`config.mk`:
```
export PLATFORM = sky130hd
export DESIGN_NAME = nsxte_core
export DESIGN_NICKNAME = d
export VERILOG_FILES = /design/src/nsxte_pkg.sv /design/src/nsxte_core.sv
export SDC_FILE = /design/constraint.sdc
export NUM_CORES = 1
export LEC_CHECK = 0
export BUFFER_PORTS_ARGS = -buffer_cell sky130_fd_sc_hd__buf_2
export CAP_MARGIN = 0
export CORE_ASPECT_RATIO = 0.8
export CORE_MARGIN = 2
export CORE_UTILIZATION = 45
export CTS_BUF_LIST = sky130_fd_sc_hd__clkbuf_2 sky130_fd_sc_hd__clkbuf_4 sky130_fd_sc_hd__clkbuf_8
export DETAILED_ROUTE_END_ITERATION = 6
export GPL_TIMING_DRIVEN = 0
export MAX_ROUTING_LAYER = met4
export SLEW_MARGIN = 10
export SYNTH_ARGS = -nofsm -noshare
export SYNTH_HDL_FRONTEND = slang
export SYNTH_SLANG_ARGS = --single-unit
export TNS_END_PERCENT = 30
```
`constraint.sdc`:
```
create_clock -name pclk -period 5.1 [get_ports pclk]
set_input_delay 1.02 -clock pclk [delete_from_list [all_inputs] [get_ports pclk]]
set_output_delay 1.02 -clock pclk [all_outputs]
set_load 0.1 [all_outputs]
```
`src/nsxte_pkg.sv`:
```
// constants, types and decode patterns for the nibble swap / xor / direction load executor
//
// Operation
// - opcode 0011_10df_ffff reads file f and exchanges its two nibbles
// - nibble exchange with d=0 writes accumulator, file register stays unchanged
// - nibble exchange with d=1 writes result back into the same file register
// - opcode 0000_0000_0fff, selector 5..7, copies accumulator into that direction register
// - upper opcode bits 1111 xor accumulator with the low eight literal bits
// - literal xor result goes to the accumulator and updates the zero flag
// - opcode 0001_10df_ffff xors accumulator with file f and updates zero flag
// - register xor with d=0 writes accumulator, file register unchanged
// - register xor with d=1 writes file register, accumulator unchanged
package nsxte_pkg;

    // ---------------------------------------------------------------
    // register map (byte addresses)
    // ---------------------------------------------------------------
    localparam logic [7:0] OFF_OPCODE    = 8'h00; // write executes, read gives last opcode
    localparam logic [7:0] OFF_ACC       = 8'h04; // working accumulator
    localparam logic [7:0] OFF_STATUS    = 8'h08; // flags
    localparam logic [7:0] OFF_DIR_A     = 8'h0C; // direction register, selector 5
    localparam logic [7:0] OFF_DIR_B     = 8'h10; // direction register, selector 6
    localparam logic [7:0] OFF_DIR_C     = 8'h14; // direction register, selector 7
    localparam int         FILE_SEL_BIT  = 7;     // address bit that selects the file window
    localparam int         FILE_IDX_LSB  = 2;     // word index of a file register
    localparam int         FILE_IDX_MSB  = 6;

    // status bit positions and reset values
    localparam int         ST_C          = 0;
    localparam int         ST_DC         = 1;
    localparam int         ST_Z          = 2;
    localparam logic [2:0] STATUS_RST    = 3'h0;
    localparam logic [7:0] DIR_RST       = 8'hFF; // all pins input after reset
    localparam logic [7:0] ACC_RST       = 8'h00;
    localparam logic [7:0] FILE_RST      = 8'h00; // file registers clear after reset
    localparam logic [11:0] OPCODE_RST   = 12'h000;

    // ---------------------------------------------------------------
    // opcode patterns
    // ---------------------------------------------------------------
    localparam logic [5:0] PAT_SWAP      = 6'h0E; // 0011_10
    localparam logic [5:0] PAT_XORF      = 6'h06; // 0001_10
    localparam logic [3:0] PAT_XORL      = 4'hF;  // 1111
    localparam logic [8:0] PAT_DIRLD     = 9'h000; // 0000_0000_0
    localparam logic [2:0] DIR_SEL_MIN   = 3'h5;
    localparam int         DEST_BIT      = 5;

    typedef enum logic [2:0] {
        NSXTE_OP_NONE,
        NSXTE_OP_SWAP,
        NSXTE_OP_DIRLD,
        NSXTE_OP_XORL,
        NSXTE_OP_XORF
    } nsxte_op_t;

    // decoded instruction fields
    typedef struct packed {
        nsxte_op_t  op;
        logic       dest;    // 1: file register, 0: accumulator
        logic [4:0] faddr;
        logic [7:0] lit;
        logic [2:0] sel;
    } nsxte_dec_t;

endpackage

```
`src/nsxte_core.sv`:
```
// executes the four single-word instructions written over apb on an internal register file
//
// Implementation choices: the APB interface to the registers and the register offsets.
`timescale 1ns/100ps
module nsxte_core #(
    parameter int ADDR_W = 8,
    parameter int NFILE  = 32
) (
    input  wire logic              pclk,
    input  wire logic              presetn,
    input  wire logic              psel,
    input  wire logic              penable,
    input  wire logic              pwrite,
    input  wire logic [ADDR_W-1:0] paddr,
    input  wire logic [31:0]       pwdata,
    input  wire logic [3:0]        pstrb,
    output logic      [31:0]       prdata,
    output logic                   pready,
    output logic                   pslverr,
    output logic      [7:0]        port_a_direction_reg,
    output logic      [7:0]        port_b_direction_reg,
    output logic      [7:0]        port_c_direction_reg
);

    // ---------------------------------------------------------------
    // decode function
    // ---------------------------------------------------------------
    function automatic nsxte_pkg::nsxte_dec_t decode(input logic [11:0] opc);
        nsxte_pkg::nsxte_dec_t d;
        d.dest  = opc[nsxte_pkg::DEST_BIT];
        d.faddr = opc[4:0];
        d.lit   = opc[7:0];
        d.sel   = opc[2:0];
        if (opc[11:6] == nsxte_pkg::PAT_SWAP)
            d.op = nsxte_pkg::NSXTE_OP_SWAP;
        else if (opc[11:6] == nsxte_pkg::PAT_XORF)
            d.op = nsxte_pkg::NSXTE_OP_XORF;
        else if (opc[11:8] == nsxte_pkg::PAT_XORL)
            d.op = nsxte_pkg::NSXTE_OP_XORL;
        else if (opc[11:3] == nsxte_pkg::PAT_DIRLD && opc[2:0] >= nsxte_pkg::DIR_SEL_MIN)
            d.op = nsxte_pkg::NSXTE_OP_DIRLD;
        else
            d.op = nsxte_pkg::NSXTE_OP_NONE;
        return d;
    endfunction

    // ---------------------------------------------------------------
    // state
    // ---------------------------------------------------------------
    logic [7:0]  file_r [NFILE];
    logic [7:0]  dir_r  [3];
    logic [7:0]  acc_r;
    logic [2:0]  status_r;
    logic [11:0] opcode_r;
    logic        pready_r;
    logic        pslverr_r;
    logic [31:0] prdata_r;

    // ---------------------------------------------------------------
    // apb decode
    // ---------------------------------------------------------------
    wire        access   = psel & penable;
    wire        done     = access & pready_r;       // completing edge
    wire        wr_done  = done & pwrite & pstrb[0];
    wire [7:0]  addr8    = 8'(paddr);
    wire        hit_file = addr8[nsxte_pkg::FILE_SEL_BIT];
    wire [4:0]  file_idx = addr8[nsxte_pkg::FILE_IDX_MSB:nsxte_pkg::FILE_IDX_LSB];
    wire        hit_opc  = ~hit_file & (addr8 == nsxte_pkg::OFF_OPCODE);
    wire        hit_acc  = ~hit_file & (addr8 == nsxte_pkg::OFF_ACC);
    wire        hit_st   = ~hit_file & (addr8 == nsxte_pkg::OFF_STATUS);
    wire        hit_da   = ~hit_file & (addr8 == nsxte_pkg::OFF_DIR_A);
    wire        hit_db   = ~hit_file & (addr8 == nsxte_pkg::OFF_DIR_B);
    wire        hit_dc   = ~hit_file & (addr8 == nsxte_pkg::OFF_DIR_C);
    wire        mapped   = hit_file | hit_opc | hit_acc | hit_st | hit_da | hit_db | hit_dc;

    // read mux, bits above the register width read as zero
    wire [31:0] rdata =
        hit_file ? {24'h000000, file_r[file_idx]} :
        hit_opc  ? {20'h00000, opcode_r} :
        hit_acc  ? {24'h000000, acc_r} :
        hit_st   ? {29'h0000000, status_r} :
        hit_da   ? {24'h000000, dir_r[0]} :
        hit_db   ? {24'h000000, dir_r[1]} :
        hit_dc   ? {24'h000000, dir_r[2]} : 32'h00000000;

    // ---------------------------------------------------------------
    // execute datapath: a write to the opcode register runs in that cycle
    // ---------------------------------------------------------------
    wire                    exec_en  = wr_done & hit_opc;
    nsxte_pkg::nsxte_dec_t  dec;
    assign dec = decode(pwdata[11:0]);
    wire [7:0]  src      = file_r[dec.faddr];
    wire [7:0]  swap_val = {src[3:0], src[7:4]};
    wire [7:0]  xorl_val = acc_r ^ dec.lit;
    wire [7:0]  xorf_val = acc_r ^ src;
    wire        is_swap  = exec_en & (dec.op == nsxte_pkg::NSXTE_OP_SWAP);
    wire        is_xorf  = exec_en & (dec.op == nsxte_pkg::NSXTE_OP_XORF);
    wire        is_xorl  = exec_en & (dec.op == nsxte_pkg::NSXTE_OP_XORL);
    wire        is_dirld = exec_en & (dec.op == nsxte_pkg::NSXTE_OP_DIRLD);
    wire [7:0]  alu_val  = is_swap ? swap_val : (is_xorf ? xorf_val : xorl_val);
    wire        acc_we   = ((is_swap | is_xorf) & ~dec.dest) | is_xorl;
    wire        file_we  = (is_swap | is_xorf) & dec.dest;
    wire        z_we     = is_xorf | is_xorl;
    wire        z_val    = (alu_val == 8'h00);
    wire [1:0]  dir_idx  = 2'(dec.sel - nsxte_pkg::DIR_SEL_MIN);

    // ---------------------------------------------------------------
    // apb handshake: one wait state, data and error captured with ready
    // ---------------------------------------------------------------
    always_ff @(posedge pclk or negedge presetn)
    begin
        if (!presetn)
        begin
            pready_r  <= 1'b0;
            pslverr_r <= 1'b0;
            prdata_r  <= 32'h00000000;
        end
        else
        begin
            pready_r <= access & ~pready_r;
            if (access & ~pready_r)
            begin
                pslverr_r <= ~mapped;
                prdata_r  <= pwrite ? 32'h00000000 : rdata;
            end
        end
    end

    // handshake checks: ready is a one-cycle pulse after one wait state
    a_ready_pulse: assert property (@(posedge pclk) disable iff (!presetn)
        pready_r |=> !pready_r)
        else $error("ready held longer than one cycle");

    a_ready_idle: assert property (@(posedge pclk) disable iff (!presetn)
        !access |=> !pready_r)
        else $error("ready raised outside a transfer");

    a_ready_wait: assert property (@(posedge pclk) disable iff (!presetn)
        access && !pready_r |=> pready_r)
        else $error("ready not raised after one wait state");

    a_write_rdata: assert property (@(posedge pclk) disable iff (!presetn)
        access && !pready_r && pwrite |=> prdata_r == 32'h00000000)
        else $error("read data not zero on a write");

    a_unmapped_err: assert property (@(posedge pclk) disable iff (!presetn)
        access && !pready_r && !mapped |=> pslverr_r)
        else $error("unmapped address not flagged");

    a_mapped_ok: assert property (@(posedge pclk) disable iff (!presetn)
        access && !pready_r && mapped |=> !pslverr_r)
        else $error("error flagged on a mapped address");

    // accumulator, status and last opcode
    always_ff @(posedge pclk or negedge presetn)
    begin
        if (!presetn)
        begin
            acc_r    <= nsxte_pkg::ACC_RST;
            status_r <= nsxte_pkg::STATUS_RST;
            opcode_r <= nsxte_pkg::OPCODE_RST;
        end
        else
        begin
            if (acc_we)
                acc_r <= alu_val;
            else if (wr_done & hit_acc)
                acc_r <= pwdata[7:0];
            if (z_we)
                status_r[nsxte_pkg::ST_Z] <= z_val;
            else if (wr_done & hit_st)
                status_r <= pwdata[2:0];
            if (exec_en)
                opcode_r <= pwdata[11:0];
        end
    end

    // file registers, written by software or by an instruction result
    always_ff @(posedge pclk or negedge presetn)
    begin
        if (!presetn)
        begin
            for (int i = 0; i < NFILE; i++)
                file_r[i] <= nsxte_pkg::FILE_RST;
        end
        else if (file_we)
            file_r[dec.faddr] <= alu_val;
        else if (wr_done & hit_file)
            file_r[file_idx] <= pwdata[7:0];
    end

    // direction registers, loaded only by the direction load instruction
    always_ff @(posedge pclk or negedge presetn)
    begin
        if (!presetn)
        begin
            for (int i = 0; i < 3; i++)
                dir_r[i] <= nsxte_pkg::DIR_RST;
        end
        else if (is_dirld)
            dir_r[dir_idx] <= acc_r;
    end

    // outputs straight from flops
    assign prdata               = prdata_r;
    assign pready               = pready_r;
    assign pslverr              = pslverr_r;
    assign port_a_direction_reg = dir_r[0];
    assign port_b_direction_reg = dir_r[1];
    assign port_c_direction_reg = dir_r[2];

    // ---------------------------------------------------------------
    // assertions
    // ---------------------------------------------------------------
    logic [7:0] alu_past;

    a_swap_nibbles: assert property (@(posedge pclk) disable iff (!presetn)
        is_swap |=> (alu_past == {$past(src[3:0]), $past(src[7:4])}))
        else $error("nibble exchange value wrong");

    // previous cycle's result, compared by the exchange and zero checks
    always_ff @(posedge pclk or negedge presetn)
    begin
        if (!presetn)
            alu_past <= 8'h00;
        else
            alu_past <= alu_val;
    end

    a_swap_to_acc: assert property (@(posedge pclk) disable iff (!presetn)
        is_swap && !dec.dest |=> acc_r == {$past(src[3:0]), $past(src[7:4])}
            && file_r[$past(dec.faddr)] == $past(src))
        else $error("exchange to accumulator wrong");

    a_swap_to_file: assert property (@(posedge pclk) disable iff (!presetn)
        is_swap && dec.dest |=> file_r[$past(dec.faddr)] == {$past(src[3:0]), $past(src[7:4])}
            && $stable(acc_r))
        else $error("exchange to file wrong");

    a_dir_load: assert property (@(posedge pclk) disable iff (!presetn)
        is_dirld |=> dir_r[$past(dir_idx)] == $past(acc_r) && $stable(status_r))
        else $error("direction load wrong");

    a_xorl_acc: assert property (@(posedge pclk) disable iff (!presetn)
        is_xorl |=> acc_r == ($past(acc_r) ^ $past(pwdata[7:0])))
        else $error("literal xor wrong");

    a_xorf_acc: assert property (@(posedge pclk) disable iff (!presetn)
        is_xorf && !dec.dest |=> acc_r == ($past(acc_r) ^ $past(src))
            && file_r[$past(dec.faddr)] == $past(src))
        else $error("register xor to accumulator wrong");

    a_xorf_file: assert property (@(posedge pclk) disable iff (!presetn)
        is_xorf && dec.dest |=> file_r[$past(dec.faddr)] == ($past(acc_r) ^ $past(src))
            && $stable(acc_r))
        else $error("register xor to file wrong");

    a_zero_flag: assert property (@(posedge pclk) disable iff (!presetn)
        (is_xorl || is_xorf) |=> status_r[nsxte_pkg::ST_Z] == (alu_past == 8'h00)
            && status_r[1:0] == $past(status_r[1:0]))
        else $error("zero flag wrong");

    a_flags_kept: assert property (@(posedge pclk) disable iff (!presetn)
        (is_swap || is_dirld) |=> $stable(status_r))
        else $error("flags changed by exchange or load");

    // state that must only move on its own instruction or software write
    a_dir_hold: assert property (@(posedge pclk) disable iff (!presetn)
        !is_dirld |=> $stable(dir_r[0]) && $stable(dir_r[1]) && $stable(dir_r[2]))
        else $error("direction register changed without a load");

    a_dir_acc_kept: assert property (@(posedge pclk) disable iff (!presetn)
        is_dirld |=> $stable(acc_r))
        else $error("direction load changed the accumulator");

    a_xorl_zero: assert property (@(posedge pclk) disable iff (!presetn)
        is_xorl |=> status_r[nsxte_pkg::ST_Z] == (($past(acc_r) ^ $past(pwdata[7:0])) == 8'h00))
        else $error("literal xor zero flag wrong");

    a_xorf_zero: assert property (@(posedge pclk) disable iff (!presetn)
        is_xorf |=> status_r[nsxte_pkg::ST_Z] == (($past(acc_r) ^ $past(src)) == 8'h00))
        else $error("register xor zero flag wrong");

    a_opcode_rec: assert property (@(posedge pclk) disable iff (!presetn)
        exec_en |=> opcode_r == $past(pwdata[11:0]))
        else $error("executed opcode not recorded");

    a_opcode_hold: assert property (@(posedge pclk) disable iff (!presetn)
        !exec_en |=> $stable(opcode_r))
        else $error("opcode register changed without a write");

    a_unknown_op: assert property (@(posedge pclk) disable iff (!presetn)
        exec_en && dec.op == nsxte_pkg::NSXTE_OP_NONE |=> $stable(acc_r) && $stable(status_r))
        else $error("unsupported opcode changed state");

    a_strobe_off: assert property (@(posedge pclk) disable iff (!presetn)
        done && pwrite && !pstrb[0] |=> $stable(acc_r) && $stable(status_r))
        else $error("write without byte strobe took effect");

    a_bad_addr_wr: assert property (@(posedge pclk) disable iff (!presetn)
        done && pwrite && !mapped |=> $stable(acc_r) && $stable(status_r))
        else $error("write to unmapped address took effect");

    a_acc_sw_write: assert property (@(posedge pclk) disable iff (!presetn)
        wr_done && hit_acc |=> acc_r == $past(pwdata[7:0]))
        else $error("software accumulator write lost");

    a_status_sw_write: assert property (@(posedge pclk) disable iff (!presetn)
        wr_done && hit_st |=> status_r == $past(pwdata[2:0]))
        else $error("software status write lost");

endmodule

```
==> results.md <==
* Max FFs per register at around 260
* Initial Util at 0.4542
* DRT Wirelength at about 110000 um
* Clk sinks at 317
* Highest clock rate at 186.1 MHz
* Leakage at approximately 9.3 nW
* Clock transition at path regs at 0.06 ns
* Yosys cell types at a little under 80
* # setup viols final at 15
* Height of the die at around 190 um
* Pwr per Cell Area at 280.4 mW/mm2
* Initial DRT Pass Iterations at 7
* RSZ-0062 raised after global routing: no
* TritonCTS clock tree: built
* Final hold violation count at 0
* Syn Inst Count at 2037
* Share of synthesized registers carrying an async set or reset at 1.000
* Violated checks: setup timing
* IO Port Bufs at 56
* Worst-Skew Late Latency at roughly 0.70 ns
* DRC at 0
* Initial antenna violation count at 11
* H-tree lvl count at 2
* Arrival time worst endpoint at roughly 6.0 ns
* Core box area at between 0.04 and 0.05 mm2
* CP Capture Type: flip-flop
* R2R depth at 9
* Utilization after layout at 0.5109
* Min Clock Period, post-route at between 5 and 6 ns
* Hold/Removal Path Class: primary input to async pin
* Final Skew at 0.04145 ns
* Slew @ Worst Pin at roughly 1.4 ns
* Final Max Slew Viols at 0
* Routed length per instance at 40.20 um
* Post-DP HPWL at ~81000 um
* Setup WS post-layout at -0.2727 ns
* Num ports at about 110
* CTS root buf: clkbuf_8
* Area delta synth->final at 12.50%
* Rows at 68
* Status: finished, violations left
* Post-route ant nets at 0
* Die Width at ~240 um
* Via-to-Cell Ratio at ~7.3
* CTS max path bufs at 3
* Vias in the first global route at 18690
* GRT Residual Overflow at 0
* FF+latch count, synth at about 320
* Fin nets at ~2200
* Worst-path maximum fanout at 10
* WP data required at 5.67 ns
* Total GRT Usage at 0.5079
* CTS buffer count at 55
* Setup TNS at -0.7474 ns
* R2r setup slk at 0.86 ns
* Pin count of the biggest net entering global routing at between 100 and 150
* Synthesized area at 0.01951 mm2
* Seq/Total Area, Yosys at 0.4081
* WS Path Type: primary input to flip-flop
* Routability cong. at about 1.1
* Period utilisation layout at 1.053
* Hold-fix buffers, CTS at 0
* Total power at just over 6 mW
* Routed vias at ~20000
* Top reg by flops: file_r
* Post-synth EDFFs at 0
* Critical R2R Capture: file_r[90]
* Post-CTS Setup Inserts at 0
* Share of cells above drive strength 1 at 0.1881
* Worst vdd ir at ~0.28 mV
* Die area at roughly 0.045 mm2
* Mean post-synth cell area at 9.580 um2
* FF-to-FF Start: pready
* Max Cap Viol at 0
* Startpoint Class: primary input
* Yosys warnings at 0
* 1st-iter DRT viols at between 3000 and 4000
* Relative slew slack at 0.03889
* PostCTS Resize Cnt at 0
* Dominant synthesized flop cell: dfrtp_1
* First-pass GRT wire length at 151500 um
[kinds of logic after synthesis]
logic type / share of synthesized area
AND/OR/NAND/NOR: 0.1595
multiplexers: 0.1748
XOR/XNOR: 0.004488
other: 0.0001922
AO/OA/AOI/OAI: 0.2042
flip-flops: 0.4081
buffers and inverters: 0.04886
[metrics by stage]
| step | hold WS (ns) | worst slack, ns | instance area [um2] | instances |
|---|---|---|---|---|
| final | 0.2314 | -0.2727 | 21950 | 2783 |
| after global routing | 0.2518 | 0.1212 | 21940 | 2780 |
| after global placement | 0.4520 | -3.283 | 20570 | 2672 |
| after CTS | 0.2243 | 0.06017 | 21900 | 2772 |
| after floorplan | 0.4547 | 1.715 | 19590 | 2056 |
| after detailed placement | 0.4611 | -0.6300 | 20690 | 2676 |
[power breakdown]
part / internal (mW) / total [mW] / switching, mW / leakage [nW]
Sequential: 2.54 / 2.56 / 0.0197 / 4.33
Combinational: 0.183 / 0.903 / 0.720 / 4.35
Clock: 1.50 / 2.69 / 1.19 / 0.642
Total: 4.22 / 6.15 / 1.93 / 9.32
[final cells by class]
class	count	area (um2)
repair buffers	60	380.4
multi-input cells	1541	10710
clock buffers	85	1051
flip-flops and latches	317	7963
inverters	11	41.29
well taps	560	700.7
plain buffers	187	920.9
clock inverters	11	157.7
fillers	3990	21010
diodes	11	27.53
[how the worst max path moves through the flow]
stage | from | endpoint | cells past startpoint
floorplan | paddr[4] | file_r[109] | 9
global placement | presetn | file_r[16] | 1
global route | pwdata[3] | file_r[66] | 11
detailed placement | paddr[3] | file_r[38] | 9
CTS | paddr[3] | file_r[38] | 9
finish | paddr[3] | prdata[2] | 9
[routing by layer]
| layer | track usage | wire length, um |
|---|---|---|
| met5 | - | 0 |
| met4 | 0.3126 | 8346 |
| met3 | 0.2383 | 18520 |
| met2 | 0.6561 | 43130 |
| met1 | 0.6355 | 41890 |
[synth_stat cells (8+ instances only)]
| cell type | n | share of area |
|---|---|---|
| dfrtp_1 | 293 | 0.38 |
| and3_1 | 12 | 0.0038 |
| o211ai_1 | 74 | 0.028 |
| a22oi_1 | 165 | 0.063 |
| a211oi_1 | 12 | 0.0046 |
| mux2i_1 | 145 | 0.074 |
| nor3_1 | 24 | 0.0062 |
| buf_1 | 18 | 0.0035 |
| o31ai_1 | 13 | 0.0050 |
| nor2_2 | 8 | 0.0026 |
| mux4_2 | 66 | 0.076 |
| o21ai_1 | 11 | 0.0028 |
| a21oi_1 | 98 | 0.025 |
| mux2_2 | 42 | 0.024 |
| a211oi_2 | 8 | 0.0051 |
| buf_2 | 32 | 0.0082 |
| nand4_1 | 18 | 0.0058 |
| clkbuf_1 | 96 | 0.018 |
| o21ai_0 | 136 | 0.035 |
| nand2_1 | 314 | 0.060 |
| nor2_1 | 115 | 0.022 |
| buf_4 | 35 | 0.013 |
| dfstp_2 | 24 | 0.032 |
| nor2b_1 | 9 | 0.0029 |
| o22ai_1 | 20 | 0.0064 |
| nand3_1 | 92 | 0.024 |
[critical path, cell delays in order]
cell and delay, ns:
buf_2 0.12, buf_1 0.47, clkdlybuf4s15_1 1.05, nand2_2 0.91, clkbuf_1 1.07, o21ai_0 0.18, a221oi_1 0.73, a21oi_1 0.13
o31ai_1 0.24
[placed cells by master, fill, tap and decap left out, types with 6 or more instances in the layout]
cell	count
a211oi_1	12
a211oi_2	8
a21oi_1	98
a22oi_1	165
and2_1	7
and3_1	12
buf_1	18
buf_2	87
buf_4	36
clkbuf_1	93
clkbuf_4	19
clkbuf_8	66
clkinv_2	6
conb_1	20
dfrtp_1	293
dfstp_2	24
diode_2	11
inv_1	6
mux2_2	42
mux2i_1	145
mux4_2	66
nand2_1	313
nand2b_1	6
nand3_1	92
nand4_1	18
nor2_1	115
nor2_2	8
nor2b_1	9
nor3_1	23
nor4bb_1	6
o211ai_1	74
o21ai_0	136
o21ai_1	11
o221ai_1	7
o22ai_1	20
o31a_1	7
o31ai_1	13
xnor2_1	6
Note: power is estimated with default switching activity, not from simulation.
